File: config.mk
export PLATFORM = sky130hd
export DESIGN_NAME = mscp_port
export DESIGN_NICKNAME = d
export VERILOG_FILES = /design/src/rtl/mscp_port.v
export VERILOG_INCLUDE_DIRS = /design/src /design/src/pkg
export SDC_FILE = /design/constraint.sdc
export NUM_CORES = 1
export LEC_CHECK = 0
export ABC_AREA = 1
export BUFFER_PORTS_ARGS = -buffer_cell sky130_fd_sc_hd__buf_2
export CAP_MARGIN = 20
export CORE_ASPECT_RATIO = 2
export CORE_MARGIN = 2
export CORE_UTILIZATION = 64
export DETAILED_ROUTE_END_ITERATION = 6
export MAX_ROUTING_LAYER = met4
export PLACE_DENSITY = 0.95
export SKIP_CTS_REPAIR_TIMING = 1
export SLEW_MARGIN = 40
export SYNTH_ARGS = -nofsm -noshare
export SYNTH_HDL_FRONTEND = slang
export SYNTH_SLANG_ARGS = --single-unit
export TNS_END_PERCENT = 100
File: constraint.sdc
create_clock -name mclk -period 5.57 [get_ports mclk]
set_input_delay 0.2785 -clock mclk [delete_from_list [all_inputs] [get_ports mclk]]
set_output_delay 0.2785 -clock mclk [all_outputs]
set_load 0.1 [all_outputs]
File: src/pkg/mscp_regs.vh
// Constants for the motor serial configuration port: command codes,
// register indices, status and field bit positions, timing counts.
// Included by the port module; holds definitions only.
`ifndef MSCP_REGS_VH
`define MSCP_REGS_VH

// Command codes, first byte of every frame, sent MSB first
`define MSCP_CMD_STATUS_READ  8'h49
`define MSCP_CMD_STATUS_WRITE 8'h4A
`define MSCP_CMD_REG_READ     8'h51
`define MSCP_CMD_REG_WRITE    8'h52
`define MSCP_CMD_MEM_LOAD     8'h59
`define MSCP_CMD_MEM_SAVE     8'h5A
`define MSCP_CMD_MEM_ABORT    8'h5C

// Normal register indices (serial address byte)
`define MSCP_REG_USER_ID      4'h0
`define MSCP_REG_START_STOP   4'h1
`define MSCP_REG_CHANGE_CLAMP 4'h2
`define MSCP_REG_STARTUP      4'h3
`define MSCP_REG_SLOPE1       4'h4
`define MSCP_REG_SLOPE2       4'h5
`define MSCP_REG_LOOP_GAIN    4'h6
`define MSCP_REG_MOTOR_SENSOR 4'h7
`define MSCP_REG_OUTPUT_DRIVE 4'h8
`define MSCP_REG_LOCK_DETECT  4'h9
`define MSCP_REG_COUNT        10
`define MSCP_REG_RESET        16'h0000

// Status register bits
`define MSCP_SR_BUSY          0
`define MSCP_SR_CMD_ENABLE    1
`define MSCP_SR_WIRE          2
`define MSCP_SR_MEM_GATE      3
`define MSCP_SR_CAL_ERR       4
`define MSCP_SR_RESET         3'h0

// Field positions inside the normal registers
`define MSCP_CHANGE_DUTY_MSB  15
`define MSCP_CHANGE_DUTY_LSB  8
`define MSCP_SLOPE_MSB        15
`define MSCP_SLOPE_LSB        2
`define MSCP_LOOP_STYLE_BIT   0
`define MSCP_STANDBY_BIT      15
`define MSCP_TACHO_SRC_BIT    15
`define MSCP_SPEED_TYPE_BIT   11
`define MSCP_BLOCK_COMM_BIT   8

// Speed command duty scale: 512 counts equal 100 percent
`define MSCP_DUTY_HALF        10'h100

// Timing counts in mclk cycles
`define MSCP_FRAME_GAP        8'h40
`define MSCP_LOAD_CYCLES      8'h0A
`define MSCP_SAVE_CYCLES      8'hC8

`endif

File: src/rtl/mscp_port.v
// Serial configuration port and normal register bank of a motor
// pre-driver. The host shares the speed, tacho and alert pins as a
// 2-wire or 3-wire serial link; the serial clock arrives on the speed
// pin and is sampled by mclk. Speed duty, tacho and alarm signals come
// from the motor core on mclk. Non-volatile memory is modelled in flops.
//
// Behaviour
// - Change point sits at 200*field/512 percent duty
// - Zero change point field disables second slope
// - Above change point the second slope applies
// - Direction by duty: forward at or above half
// - Commands are taken only while tacho is released
// - Command code enters serial mode, stops motor
// - After frame, stay serial only if enable set
// - Enable clear admits only status read/write
// - Register commands: address byte, then sixteen data bits
// - Load command copies memory into normal registers
// - Save command stores normal registers into memory
// - Abort command ends a memory save early
// - Status busy bit high while work is pending
// - Status wire bit picks 3-wire or 2-wire link
// - Status gate bit picks memory read or write
// - Register 5 bit 0 picks open or closed loop
// - Register 7 bit 15 requests standby
// - Register 8 bit 11 picks analog or PWM input
// - Register 8 bit 15 picks tacho pin source
// - Register 8 bit 8 picks block commutation
`timescale 1ns/1ns
`include "mscp_regs.vh"

module mscp_port (
  input  wire        mclk,
  input  wire        rst_n,
  input  wire        speed_cmd_pin,
  input  wire        tacho_pin_in,
  output reg         tacho_pin_out,
  output reg         tacho_pin_oe,
  output reg         alert_pin_out,
  input  wire [9:0]  speed_duty,
  input  wire        direction_by_duty,
  input  wire        tacho_sig,
  input  wire        dir_alarm_sig,
  input  wire        alarm_sig,
  input  wire        cal_error,
  output reg         serial_mode,
  output reg         motor_stop,
  output reg         motor_forward,
  output reg         use_second_slope,
  output reg  [13:0] active_slope,
  output reg  [8:0]  change_point_level,
  output wire        loop_style_select,
  output wire        standby_request,
  output wire        speed_input_type,
  output wire        block_commutation_select,
  output wire [159:0] config_words
);

  // Frame states
  localparam [2:0] ST_CMD    = 3'd0;  // Waiting for command bits
  localparam [2:0] ST_SR_IN  = 3'd1;  // Status byte from host
  localparam [2:0] ST_SR_OUT = 3'd2;  // Status byte to host
  localparam [2:0] ST_ADDR   = 3'd3;  // Address byte from host
  localparam [2:0] ST_DIN    = 3'd4;  // Data word from host
  localparam [2:0] ST_DOUT   = 3'd5;  // Data word to host

  // Memory operation kinds
  localparam [1:0] OP_NONE = 2'd0;
  localparam [1:0] OP_LOAD = 2'd1;
  localparam [1:0] OP_SAVE = 2'd2;

  reg        sck_meta;       // Serial clock, first stage
  reg        sck_sync;       // Serial clock, second stage
  reg        sck_prev;       // Previous synchronised level
  reg        sdi_meta;       // Serial data, first stage
  reg        sdi_sync;       // Serial data, second stage
  reg  [2:0] state;          // Frame state
  reg  [4:0] bit_cnt;        // Bits seen in current field
  reg  [15:0] shift_in;      // Incoming bits
  reg  [15:0] shift_out;     // Outgoing bits, MSB on the wire
  reg        driving;        // Device owns the data line
  reg        reg_is_read;    // Register command direction
  reg  [7:0] reg_addr;       // Captured address byte
  reg        frame_busy;     // Register command in flight
  reg  [7:0] idle_cnt;       // mclk cycles since last serial edge
  reg        cmd_enable;     // Status: all commands admitted
  reg        wire_two;       // Status: 2-wire link
  reg        mem_gate;       // Status: memory write allowed
  reg        wr_stb;         // One-cycle register write strobe
  reg  [3:0] wr_index;       // Register written by wr_stb
  reg  [15:0] wr_data;       // Data for wr_stb
  reg  [1:0] op_kind;        // Memory operation in progress
  reg  [7:0] op_cnt;         // Cycles left in memory operation
  wire       sck_rise;       // Serial clock rising edge
  wire [7:0] in_byte;        // Byte completed this edge
  wire [15:0] in_word;       // Word completed this edge
  wire       op_done;        // Memory operation finishes now
  wire       load_done;      // Load finishes now
  wire       save_done;      // Save finishes now
  wire [7:0] status_byte;    // Status as read by the host
  reg  [15:0] read_word;     // Register selected by address
  wire       out_bit;        // Bit currently presented

  assign sck_rise  = sck_sync & ~sck_prev;
  assign in_byte   = {shift_in[6:0], sdi_sync};
  assign in_word   = {shift_in[14:0], sdi_sync};
  assign op_done   = (op_kind != OP_NONE) && (op_cnt == 8'h00);
  assign load_done = op_done && (op_kind == OP_LOAD);
  assign save_done = op_done && (op_kind == OP_SAVE);
  assign out_bit   = shift_out[15];
  // Busy covers register frames and memory work
  assign status_byte = {3'h0, cal_error, mem_gate, wire_two, cmd_enable,
                        frame_busy | (op_kind != OP_NONE)};

  // Two-stage synchronisers for the pin inputs
  always @(posedge mclk or negedge rst_n) begin
    if (!rst_n) begin
      sck_meta <= 1'b0;
      sck_sync <= 1'b0;
      sck_prev <= 1'b0;
      sdi_meta <= 1'b0;
      sdi_sync <= 1'b0;
    end else begin
      sck_meta <= speed_cmd_pin;
      sck_sync <= sck_meta;
      sck_prev <= sck_sync;
      sdi_meta <= tacho_pin_in;
      sdi_sync <= sdi_meta;
    end
  end

  // Register bank and memory image, one entry per generate step
  genvar g;
  generate
    for (g = 0; g < `MSCP_REG_COUNT; g = g + 1) begin : entry
      reg [15:0] word;   // Normal register
      reg [15:0] stored; // Non-volatile copy
      always @(posedge mclk or negedge rst_n) begin
        if (!rst_n) begin
          word   <= `MSCP_REG_RESET;
          stored <= `MSCP_REG_RESET;
        end else begin
          if (load_done) begin
            word <= stored;
          end else if (wr_stb && (wr_index == g)) begin
            word <= wr_data;
          end
          if (save_done) begin
            stored <= word;
          end
        end
      end
      assign config_words[16*g +: 16] = word;
    end
  endgenerate

  // Read mux on the address byte completing now; past the bank reads zero
  always @* begin
    if (in_byte < `MSCP_REG_COUNT) begin
      read_word = config_words[{in_byte[3:0], 4'h0} +: 16];
    end else begin
      read_word = 16'h0000;
    end
  end

  // Configuration fields, taken straight from register flops
  assign loop_style_select = config_words[16*`MSCP_REG_SLOPE2 +
                             `MSCP_LOOP_STYLE_BIT];
  assign standby_request   = config_words[16*`MSCP_REG_MOTOR_SENSOR +
                             `MSCP_STANDBY_BIT];
  assign speed_input_type  = config_words[16*`MSCP_REG_OUTPUT_DRIVE +
                             `MSCP_SPEED_TYPE_BIT];
  assign block_commutation_select =
    config_words[16*`MSCP_REG_OUTPUT_DRIVE + `MSCP_BLOCK_COMM_BIT];

  // Serial frame engine
  always @(posedge mclk or negedge rst_n) begin
    if (!rst_n) begin
      state       <= ST_CMD;
      bit_cnt     <= 5'd0;
      shift_in    <= 16'h0000;
      shift_out   <= 16'h0000;
      driving     <= 1'b0;
      reg_is_read <= 1'b0;
      reg_addr    <= 8'h00;
      frame_busy  <= 1'b0;
      idle_cnt    <= 8'h00;
      serial_mode <= 1'b0;
      cmd_enable  <= 1'b0;
      wire_two    <= 1'b0;
      mem_gate    <= 1'b0;
      wr_stb      <= 1'b0;
      wr_index    <= 4'h0;
      wr_data     <= 16'h0000;
      op_kind     <= OP_NONE;
      op_cnt      <= 8'h00;
    end else begin
      wr_stb <= 1'b0;
      // Memory operation countdown
      if (op_done) begin
        op_kind <= OP_NONE;
      end else if (op_kind != OP_NONE) begin
        op_cnt <= op_cnt - 8'h01;
      end
      if (sck_rise) begin
        idle_cnt <= 8'h00;
      end else if (idle_cnt != `MSCP_FRAME_GAP) begin
        idle_cnt <= idle_cnt + 8'h01;
      end
      // A stalled frame is dropped so the next command starts clean
      if (!sck_rise && (idle_cnt == `MSCP_FRAME_GAP - 8'h01) &&
          ((state != ST_CMD) || (bit_cnt != 5'd0))) begin
        state       <= ST_CMD;
        bit_cnt     <= 5'd0;
        driving     <= 1'b0;
        frame_busy  <= 1'b0;
        serial_mode <= cmd_enable;
      end else if (sck_rise) begin
        case (state)
          ST_CMD: begin
            // Bits only count while the tacho pin is released
            if (!tacho_pin_oe) begin
              shift_in <= in_word;
              if (bit_cnt != 5'd7) begin
                bit_cnt <= bit_cnt + 5'd1;
              end else begin
                bit_cnt     <= 5'd0;
                serial_mode <= 1'b1;
                if (in_byte == `MSCP_CMD_STATUS_READ) begin
                  shift_out <= {status_byte, 8'h00};
                  driving   <= 1'b1;
                  state     <= ST_SR_OUT;
                end else if (in_byte == `MSCP_CMD_STATUS_WRITE) begin
                  state <= ST_SR_IN;
                end else if (!cmd_enable) begin
                  serial_mode <= 1'b0;
                end else if ((in_byte == `MSCP_CMD_REG_READ) ||
                             (in_byte == `MSCP_CMD_REG_WRITE)) begin
                  reg_is_read <= in_byte[0];
                  frame_busy  <= 1'b1;
                  state       <= ST_ADDR;
                end else if (in_byte == `MSCP_CMD_MEM_LOAD) begin
                  // Reads of memory only while the gate is clear
                  if (!mem_gate && (op_kind == OP_NONE)) begin
                    op_kind <= OP_LOAD;
                    op_cnt  <= `MSCP_LOAD_CYCLES;
                  end
                end else if (in_byte == `MSCP_CMD_MEM_SAVE) begin
                  if (mem_gate && (op_kind == OP_NONE)) begin
                    op_kind <= OP_SAVE;
                    op_cnt  <= `MSCP_SAVE_CYCLES;
                  end
                end else if (in_byte == `MSCP_CMD_MEM_ABORT) begin
                  if (op_kind == OP_SAVE) begin
                    op_kind <= OP_NONE;
                  end
                end
              end
            end
          end
          ST_SR_IN: begin
            shift_in <= in_word;
            if (bit_cnt != 5'd7) begin
              bit_cnt <= bit_cnt + 5'd1;
            end else begin
              bit_cnt     <= 5'd0;
              cmd_enable  <= in_byte[`MSCP_SR_CMD_ENABLE];
              wire_two    <= in_byte[`MSCP_SR_WIRE];
              mem_gate    <= in_byte[`MSCP_SR_MEM_GATE];
              serial_mode <= in_byte[`MSCP_SR_CMD_ENABLE];
              state       <= ST_CMD;
            end
          end
          ST_ADDR: begin
            shift_in <= in_word;
            if (bit_cnt != 5'd7) begin
              bit_cnt <= bit_cnt + 5'd1;
            end else begin
              bit_cnt  <= 5'd0;
              reg_addr <= in_byte;
              if (reg_is_read) begin
                // Mux indexes by the byte completing on this edge
                shift_out <= read_word;
                driving <= 1'b1;
                state   <= ST_DOUT;
              end else begin
                state <= ST_DIN;
              end
            end
          end
          ST_DIN: begin
            shift_in <= in_word;
            if (bit_cnt != 5'd15) begin
              bit_cnt <= bit_cnt + 5'd1;
            end else begin
              bit_cnt     <= 5'd0;
              wr_stb      <= (reg_addr < `MSCP_REG_COUNT);
              wr_index    <= reg_addr[3:0];
              wr_data     <= in_word;
              frame_busy  <= 1'b0;
              serial_mode <= cmd_enable;
              state       <= ST_CMD;
            end
          end
          ST_SR_OUT, ST_DOUT: begin
            // Host samples on this rise; present the next bit
            shift_out <= {shift_out[14:0], 1'b0};
            if (bit_cnt != ((state == ST_DOUT) ? 5'd15 : 5'd7)) begin
              bit_cnt <= bit_cnt + 5'd1;
            end else begin
              bit_cnt     <= 5'd0;
              driving     <= 1'b0;
              frame_busy  <= 1'b0;
              serial_mode <= cmd_enable;
              state       <= ST_CMD;
            end
          end
          default: begin
            state   <= ST_CMD;
            bit_cnt <= 5'd0;
          end
        endcase
      end
    end
  end

  // Pin drivers; tacho is open-drain outside serial mode
  always @(posedge mclk or negedge rst_n) begin
    if (!rst_n) begin
      tacho_pin_out <= 1'b0;
      tacho_pin_oe  <= 1'b0;
      alert_pin_out <= 1'b0;
    end else begin
      if (serial_mode) begin
        // Released unless answering on the 2-wire link
        tacho_pin_out <= out_bit;
        tacho_pin_oe  <= driving & wire_two;
      end else begin
        tacho_pin_out <= 1'b0;
        if (config_words[16*`MSCP_REG_OUTPUT_DRIVE +
                         `MSCP_TACHO_SRC_BIT]) begin
          tacho_pin_oe <= ~dir_alarm_sig;
        end else begin
          tacho_pin_oe <= ~tacho_sig;
        end
      end
      // 3-wire answers leave on the alert pin
      if (serial_mode && !wire_two) begin
        alert_pin_out <= driving ? out_bit : 1'b1;
      end else begin
        alert_pin_out <= alarm_sig;
      end
    end
  end

  // Speed curve selection and motor control outputs
  always @(posedge mclk or negedge rst_n) begin
    if (!rst_n) begin
      motor_stop         <= 1'b0;
      motor_forward      <= 1'b1;
      use_second_slope   <= 1'b0;
      active_slope       <= 14'h0000;
      change_point_level <= 9'h000;
    end else begin
      motor_stop <= serial_mode | standby_request;
      // 200/512 percent per step is two counts of the 512 scale
      change_point_level <= {config_words[16*`MSCP_REG_CHANGE_CLAMP +
                             `MSCP_CHANGE_DUTY_LSB +: 8], 1'b0};
      use_second_slope <= (change_point_level != 9'h000) &&
                          (speed_duty > {1'b0, change_point_level});
      if (use_second_slope) begin
        active_slope <= config_words[16*`MSCP_REG_SLOPE2 +
                                     `MSCP_SLOPE_LSB +: 14];
      end else begin
        active_slope <= config_words[16*`MSCP_REG_SLOPE1 +
                                     `MSCP_SLOPE_LSB +: 14];
      end
      motor_forward <= ~direction_by_duty |
                       (speed_duty >= `MSCP_DUTY_HALF);
    end
  end

endmodule // mscp_port

==> impl_metrics.env, run 1 <==
export IMPL_cts_buffer_depth=3
export IMPL_p_switching_uw=1693
export IMPL_async_reset_ff_share_pct=100.0
export IMPL_setup_slack_ns=2.373
export IMPL_dp_hpwl_mm=44.16
export IMPL_cts_tree="yes"
export IMPL_initial_core_util_pct=64.91
export IMPL_grt_max_degree=174
export IMPL_rsz0062_at_grt="no"
export IMPL_drt_first_pass_iters=7
export IMPL_period_needed_ns=3.197
export IMPL_total_power_uw=6672
export IMPL_period_share_pct=57.39
export IMPL_seq_power_share_pct=49.7
export IMPL_drive_above_1_share_pct=16.35
export IMPL_synth_avg_cell_area_um2=9.023
export IMPL_first_global_vias=18610
export IMPL_fin_setup_tns_ns=0
export IMPL_cts_root_buf="clkbuf_16"
export IMPL_gr_usage_met1_pct=42.86
export IMPL_final_nets=2467
export IMPL_synth_seq_cells=446
export IMPL_fin_skew_ns=0.02795
export IMPL_grt_busiest_layer="met2"
export IMPL_worst_pin_slew_ns=0.8978
export IMPL_wl_per_cell_um=23.15
export IMPL_grt_usage_pct=40.64
export IMPL_cts_buffers=39
export IMPL_grt_pass1_wl_mm=100.5
export IMPL_via_count=18610
export IMPL_drtAntennaViolNets=0
export IMPL_die_x_um=130.5
export IMPL_clk_pin_slew_ns=0.07
export IMPL_required_ns=5.91
export IMPL_combPwrFrac_pct=8.4
export IMPL_vias_per_cell=6.453
export IMPL_drc=6
export IMPL_ys_seq_area_share_pct=54.52
export IMPL_dp_slack_ns=2.504
export IMPL_drv_slew=0
export IMPL_gp_congestion=0.9671
export IMPL_endpoint="entry[3].word[4]"
export IMPL_grt_util_met3_pct=8.565
export IMPL_reg2reg_depth=8
export IMPL_r2r_start="op_cnt[0]"
export IMPL_cp_max_fo=60
export IMPL_first_iter_violations=2462
export IMPL_hp_class="input pin to flop"
export IMPL_die_area_mm2=0.03352
export IMPL_finalHoldViolCount=0
export IMPL_num_rows=92
export IMPL_grt_met2_usage_pct=62.93
export IMPL_max_cap_violations=0
export IMPL_outcome="finished with violations"
export IMPL_grt_antenna_before_repair=2
export IMPL_critPathLaunch="op_cnt[0]"
export IMPL_gr_total_overflow=0
export IMPL_fmax_mhz=312.8
export IMPL_min_from="alarm_sig"
export IMPL_finalSetupViolCount=0
export IMPL_power_density_mw_per_mm2=288.5
export IMPL_synth_area_mm2=0.02047
export IMPL_violations="DRC"
export IMPL_irDropWorstVdd_uv=310.1
export IMPL_synth_fp_nets=2303
export IMPL_io_buffer_count=211
export IMPL_wirelength_mm=66.75
export IMPL_startpoint_type="flop"
export IMPL_r2r_end="entry[3].word[4]"
export IMPL_relSlewSlack_pct=39.68
export IMPL_whs_ns=0.02137
export IMPL_crit_type="flop to flop"
export IMPL_p_leak_uw=0.01102
export IMPL_yosys_most_used_dff="dfrtp_1"
export IMPL_cts_max_level=2
export IMPL_core_area_mm2=0.03154
export IMPL_cts_sinks=446
export IMPL_end_kind="flop"
export IMPL_yosysWarnings=0
export IMPL_ios=213
export IMPL_rrSetupSlack_ns=2.37
export IMPL_internal_power_uw=4979
export IMPL_clk_latency_ns=0.56
export IMPL_synth_edff_count=0
export IMPL_swShare_pct=25.38
export IMPL_synth_cell_types=50
export IMPL_crit_arrival_ns=3.54
export IMPL_syn2layout_area_growth_pct=12.94
export IMPL_die_h_um=256.9
export IMPL_post_route_util_pct=73.31
export IMPL_pwr_share_clk_pct=41.8
export IMPL_syn_inst=2269
[cell families after synthesis]
group,Yosys count,share of synthesized area (%)
AO/OA/AOI/OAI,497,15.63
XOR/XNOR,6,0.2567
adder cells (fa/ha/maj),15,0.9167
buffers and inverters,489,9.644
flip-flops,446,54.52
multiplexers,62,3.410
other,1,0.01832
AND/OR/NAND/NOR,753,15.61
[power by group through the flow]
stage | sequential (uW) | clock (uW) | combinational (uW)
floorplan | 3380 | 0 | 287
global placement | 3380 | 0 | 509
detailed placement | 3380 | 0 | 530
CTS | 3320 | 2780 | 536
global route | 3320 | 2910 | 598
finish | 3320 | 2790 | 562
[through the flow]
| step | cell area (um2) | cells |
|---|---|---|
| after floorplan | 20470 | 2269 |
| after global placement | 21700 | 2807 |
| after detailed placement | 21750 | 2809 |
| after CTS | 23030 | 2876 |
| after global routing | 23120 | 2884 |
| final | 23120 | 2884 |
[how the worst min path moves through the flow]
stage	end	slack, ns	cells after the start
after floorplan	active_slope[0]	-0.02	0
after CTS	entry[6].word[5]	-0.35	1
after detailed placement	shift_in[10]	0.21	1
after global placement	sck_sync	0.33	0
final	alert_pin_out	0.02	3
after global routing	alert_pin_out	0.03	3
[synthesized netlist by cell type, drive strengths merged (8+ instances only)]
cell | n | area [um2]
nor2 | 73 | 330.3
o221ai | 162 | 1419
clkbuf | 53 | 198.9
nor3 | 18 | 105.1
dfrtp | 445 | 11140
inv | 373 | 1403
buf | 63 | 372.9
mux2 | 62 | 698.2
nand3 | 79 | 427.9
a21oi | 57 | 289.0
o22ai | 8 | 50.05
o21ai | 241 | 1210
ha | 15 | 187.7
o211ai | 11 | 82.58
nand2 | 558 | 2170
nand4 | 14 | 87.58
[sequential cells by signal, summed over array words and instances (netlist names), 2 cells and up]
name,count
shift_in,15
idle_cnt,8
wr_data,16
op_cnt,8
entry.stored,160
state,3
shift_out,16
change_point_level,8
op_kind,2
entry.word,160
bit_cnt,5
wr_index,4
active_slope,14
reg_addr,8
[critical path, stage by stage (launching register included)]
cell,delay [ns]
dfrtp_1,0.39
inv_1,0.08
ha_1,0.17
nand3_1,0.16
nor2_4,0.22
nand3_4,0.60
buf_4,0.56
nand2_2,0.46
o221ai_1,0.33
[placed cells by master (no fill, tap or decap), types with 5 or more instances in the layout]
cell / instances
mux2_2: 42
nand2_2: 25
buf_2: 210
inv_2: 17
inv_1: 355
clkinv_2: 5
dlygate4sd3_1: 5
nor2_4: 5
o32ai_1: 5
nand3_1: 74
o221ai_1: 162
clkbuf_1: 7
nor3_1: 15
nand2_1: 531
clkbuf_8: 10
clkbuf_16: 39
nor2_1: 65
o211ai_1: 11
o21ai_0: 219
o22ai_1: 8
o21ai_1: 21
mux2_1: 20
a21oi_1: 56
nand4_1: 14
dfrtp_1: 443
a22oi_1: 5
buf_4: 15
xor2_1: 5
ha_1: 15
[layer usage]
| layer | wire (um) | up-vias |
|---|---|---|
| met1 | 21070 | 8817 |
| met3 | 6432 | 497 |
| met5 | 0 | - |
| met4 | 7549 | 0 |
| li1 | - | 7828 |
| met2 | 31700 | 1469 |
[area by class of cell]
type,instances,area (um2)
tap,423,529.3
clock inverter,11,138.9
inverter,373,1403
fill,2168,8417
clock buffer,56,1140
sequential,446,11160
antenna,2,5.005
timing repair buffer,239,1386
multi-input combinational,1334,7357
(Power assumes the default switching activity.)
==> inputs of run 2 (changes only) <==
CORE_UTILIZATION = 53   (was 64)
PLACE_DENSITY = 0.87   (was 0.95)
clock period = 2.83 ns   (was 5.57 ns; I/O delays follow)
==> impl_metrics.env, run 2 (synthesized netlist as in run 1, its figures left out) <==
export IMPL_layout_commonest_cell="nand2_1"
export IMPL_period_needed_ns=2.401
export IMPL_grt_usage_pct=33.98
export IMPL_reg2reg_depth=7
export IMPL_cp_max_fo=32
export IMPL_die_area_mm2=0.04031
export IMPL_max_cap_violations=0
export IMPL_crit_arrival_ns=2.83
export IMPL_num_rows=101
export IMPL_worst_pin_slew_ns=0.7434
export IMPL_pwr_share_clk_pct=41.6
export IMPL_fill_cells=2987
export IMPL_finalSetupViolCount=0
export IMPL_total_power_uw=13180
export IMPL_initial_core_util_pct=53.82
export IMPL_cts_tree="yes"
export IMPL_seqCellArea_mm2=0.01116
export IMPL_irDropWorstVdd_uv=501.1
export IMPL_violations="hold timing"
export IMPL_swShare_pct=25.65
export IMPL_period_share_pct=84.82
export IMPL_wl_per_cell_um=21.85
export IMPL_syn2layout_area_growth_pct=15.36
export IMPL_vias_per_cell=5.933
export IMPL_final_nets=2512
export IMPL_fmax_mhz=416.6
export IMPL_drt_first_pass_iters=6
export IMPL_top_regs="entry.stored x160, entry.word x160"
export IMPL_fin_setup_tns_ns=0
export IMPL_die_h_um=282.0
export IMPL_die_x_um=143.0
export IMPL_first_global_vias=18050
export IMPL_internal_power_uw=9800
export IMPL_cts_buffer_depth=3
export IMPL_drc=0
export IMPL_ios=213
export IMPL_required_ns=3.26
export IMPL_startpoint_type="flop"
export IMPL_final_cell_mix="nand2_1 (532), dfrtp_1 (444), inv_1 (355)"
export IMPL_dp_slack_ns=0.5078
export IMPL_finalHoldViolCount=2
export IMPL_cts_buffers=40
export IMPL_cts_max_level=2
export IMPL_seq_power_share_pct=49.6
export IMPL_core_area_mm2=0.03804
export IMPL_cts_root_buf="clkbuf_16"
export IMPL_multi_input_area_mm2=0.007352
export IMPL_dp_hpwl_mm=46.64
export IMPL_fin_skew_ns=0.02364
export IMPL_cts_sinks=446
export IMPL_p_leak_uw=0.01126
export IMPL_io_buffer_count=211
export IMPL_wirelength_mm=66.05
export IMPL_drtAntennaViolNets=0
export IMPL_crit_type="flop to flop"
export IMPL_via_count=17940
export IMPL_hp_class="input pin to flop"
export IMPL_gp_congestion=1.016
export IMPL_whs_ns=-0.03708
export IMPL_grt_pass1_wl_mm=101.2
export IMPL_drv_slew=0
export IMPL_relSlewSlack_pct=49.92
export IMPL_clk_latency_ns=0.56
export IMPL_grt_max_degree=91
export IMPL_p_switching_uw=3380
export IMPL_first_iter_violations=1790
export IMPL_power_density_mw_per_mm2=558.1
export IMPL_combPwrFrac_pct=8.8
export IMPL_rsz0062_at_grt="no"
export IMPL_setup_slack_ns=0.4295
export IMPL_n_antenna_cell=0
export IMPL_clk_pin_slew_ns=0.07
export IMPL_end_kind="flop"
export IMPL_hold_depth=5
export IMPL_drive_above_1_share_pct=17.66
export IMPL_grt_antenna_before_repair=0
export IMPL_outcome="finished with violations"
export IMPL_gr_total_overflow=0
## run 2: final timing paths
| kind | start | endpoint | slack [ns] |
|---|---|---|---|
| worst max-delay path | op_cnt[0] | entry[1].stored[5] | 0.43 |
| worst min-delay path | cal_error | shift_out[12] | -0.04 |
| worst max register to register | op_cnt[0] | entry[1].stored[5] | 0.43 |
| worst min register to register | sck_meta | sck_sync | 0.35 |
| max in group asynchronous | rst_n | sdi_sync | 1.73 |
| min in group asynchronous | rst_n | entry[6].word[5] | 0.06 |
## run 2: per-stage QoR
step           hold WS, ns  utilization (%)  area (um2)  instances
5_1_grt            0.01962            62.09       23620       3023
6_report          -0.03708            62.09       23620       3023
2_1_floorplan      -0.1541                -       20470       2269
3_5_place_dp       0.05065            58.45       22230       2943
4_1_cts            -0.5297            61.88       23540       3015
3_3_place_gp       0.04877            58.45       22230       2943
## run 2: critical path, stage by stage, from the launching register on
cell and delay (ns):
dfrtp_1 0.39, inv_1 0.08, ha_1 0.17, nand3_1 0.17, nor2_4 0.23, nand3_4 0.49, buf_4 0.40, mux2_1 0.33
## run 2: cell type report
type	count	share of cell area (%)
flip-flops and latches	446	47.27
multi-input cells	1334	31.13
repair buffers	283	7.417
inverters	373	5.939
clock buffers	62	5.234
well taps	515	2.728
clock inverters	10	0.2861
## run 2: layer usage
metal  up-vias  share of wire, %  track usage, %
li1       7949                 -               -
met1      8656                33           36.03
met2      1009                49           54.21
met3       321               7.9           6.505
met4         0                10           28.64
met5         -                 0               -
## run 2: power by group through the flow
stage	Clock [uW]	Combinational, uW	Sequential, uW
detailed placement	0	1110	6660
finish	5480	1160	6540
global route	5730	1250	6540
floorplan	0	565	6650
global placement	0	1090	6650
CTS	5500	1120	6540
==> inputs of run 3 (changes only) <==
CORE_UTILIZATION = 59   (was 53)
PLACE_DENSITY = 0.91   (was 0.87)
clock period = 2.27 ns   (was 2.83 ns; I/O delays follow)
==> impl_metrics.env, run 3 (synthesized netlist as in run 1, its figures left out) <==
export IMPL_drtAntennaViolNets=0
export IMPL_irDropWorstVdd_uv=642.7
export IMPL_cts_tree="yes"
export IMPL_layout_commonest_cell="nand2_1"
export IMPL_required_ns=2.75
export IMPL_drv_slew=0
export IMPL_initial_core_util_pct=59.81
export IMPL_cts_buffer_depth=3
export IMPL_final_cell_mix="nand2_1 (531), dfrtp_1 (444), inv_1 (356)"
export IMPL_r2r_end="shift_out[12]"
export IMPL_grt_max_degree=67
export IMPL_min_from="speed_duty[0]"
export IMPL_num_rows=96
export IMPL_hp_class="input pin to flop"
export IMPL_rsz0062_at_grt="no"
export IMPL_io_buffer_count=211
export IMPL_gp_congestion=1.003
export IMPL_worst_pin_slew_ns=0.7771
export IMPL_relSlewSlack_pct=48.19
export IMPL_top_regs="entry.stored x160, entry.word x160"
export IMPL_power_density_mw_per_mm2=678.7
export IMPL_drc=1
export IMPL_clk_pin_slew_ns=0.07
export IMPL_crit_arrival_ns=2.71
export IMPL_dp_hpwl_mm=51.67
export IMPL_drive_above_1_share_pct=19.46
export IMPL_wl_per_cell_um=24.45
export IMPL_crit_type="flop to flop"
export IMPL_finalSetupViolCount=0
export IMPL_period_share_pct=98.38
export IMPL_whs_ns=-0.03909
export IMPL_vias_per_cell=6.259
export IMPL_wirelength_mm=73.43
export IMPL_drt_first_pass_iters=7
export IMPL_gr_total_overflow=0
export IMPL_r2r_start="sdi_sync"
export IMPL_fmax_mhz=447.8
export IMPL_outcome="finished with violations"
export IMPL_die_area_mm2=0.03630
export IMPL_die_h_um=267.4
export IMPL_rrSetupSlack_ns=0.04
export IMPL_cts_sinks=446
export IMPL_finalHoldViolCount=1
export IMPL_clk_latency_ns=0.55
export IMPL_startpoint_type="flop"
export IMPL_grt_usage_pct=41.99
export IMPL_final_nets=2567
export IMPL_fin_skew_ns=0.01955
export IMPL_period_needed_ns=2.233
export IMPL_max_cap_violations=0
export IMPL_cts_root_buf="clkbuf_16"
export IMPL_end_kind="flop"
export IMPL_cp_max_fo=53
export IMPL_hold_depth=5
export IMPL_cts_max_level=2
export IMPL_ios=213
export IMPL_grt_antenna_before_repair=2
export IMPL_cts_buffers=39
export IMPL_die_x_um=135.7
export IMPL_first_global_vias=18960
export IMPL_fill_cells=2425
export IMPL_via_count=18800
export IMPL_reg2reg_depth=8
export IMPL_p_leak_uw=0.01161
export IMPL_grt_pass1_wl_mm=110.1
export IMPL_fin_setup_tns_ns=0
export IMPL_min_to="use_second_slope"
export IMPL_violations="DRC, hold timing"
export IMPL_first_iter_violations=2163
export IMPL_syn2layout_area_growth_pct=18.08
export IMPL_core_area_mm2=0.03423
==> run 3: cell count changes in the layout (fill, tap and decap cells not counted), sizes merged, moves of 2 or more <==
cell,previous run,this run
buf,275,330
clkbuf,62,56
diode,0,3
bufinv,0,2
inv,373,375
==> run 3: area by class of cell <==
type	instances	area, um2	area share, %
multi-input cells	1334	7378	30.52
inverters	373	1403	5.802
clock buffers	55	1116	4.616
clock inverters	12	121.4	0.5020
well taps	441	551.8	2.282
diodes	3	7.507	0.03105
flip-flops and latches	446	11160	46.18
repair buffers	339	2435	10.07
==> run 3: per-stage QoR <==
step                util (%)  area [um2]  std cells  worst slack, ns  power (uW)
floorplan                  -       20470       2269           0.2761        8990
global placement       66.51       22770       2921          0.07957        9716
detailed placement     66.51       22770       2921          0.01146        9750
CTS                    70.13       24010       2988          0.01095       16320
global route           70.61       24170       3002         0.005115       16790
finish                 70.62       24180       3003          0.03674       16410
==> run 3: power breakdown <==
part | switching (uW) | total [uW] | internal (uW)
sequential | 99.9 | 8140 | 8040
combinational | 1100 | 1540 | 441
clock | 3060 | 6730 | 3670
==> run 3: how the worst max path moves through the flow <==
stage / start / endpoint / slack, ns
floorplan: change_point_level[7] / use_second_slope / 0.28
global placement: bit_cnt[1] / state[1] / 0.08
detailed placement: bit_cnt[1] / state[0] / 0.01
CTS: bit_cnt[1] / state[0] / 0.01
global route: op_cnt[0] / entry[3].word[3] / 0.005
finish: sdi_sync / shift_out[12] / 0.04
==> run 3: worst max-delay path, stage by stage, from the launching register on <==
cell and delay [ns]:
dfrtp_2 0.46, buf_12 0.20, o21ai_0 0.65, o211ai_1 0.27, nand3b_1 0.21, nand2_1 0.08, nand3_1 0.13, nand2_1 0.07
inv_1 0.06
==> run 3: metal layers <==
| layer | GRT usage [%] | up-vias | routed length, um |
|---|---|---|---|
| met4 | 37.98 | 0 | 8759 |
| li1 | - | 8045 | - |
| met1 | 42.72 | 9053 | 22560 |
| met3 | 9.483 | 448 | 6565 |
| met2 | 66.61 | 1251 | 35550 |
| met5 | - | - | 0 |
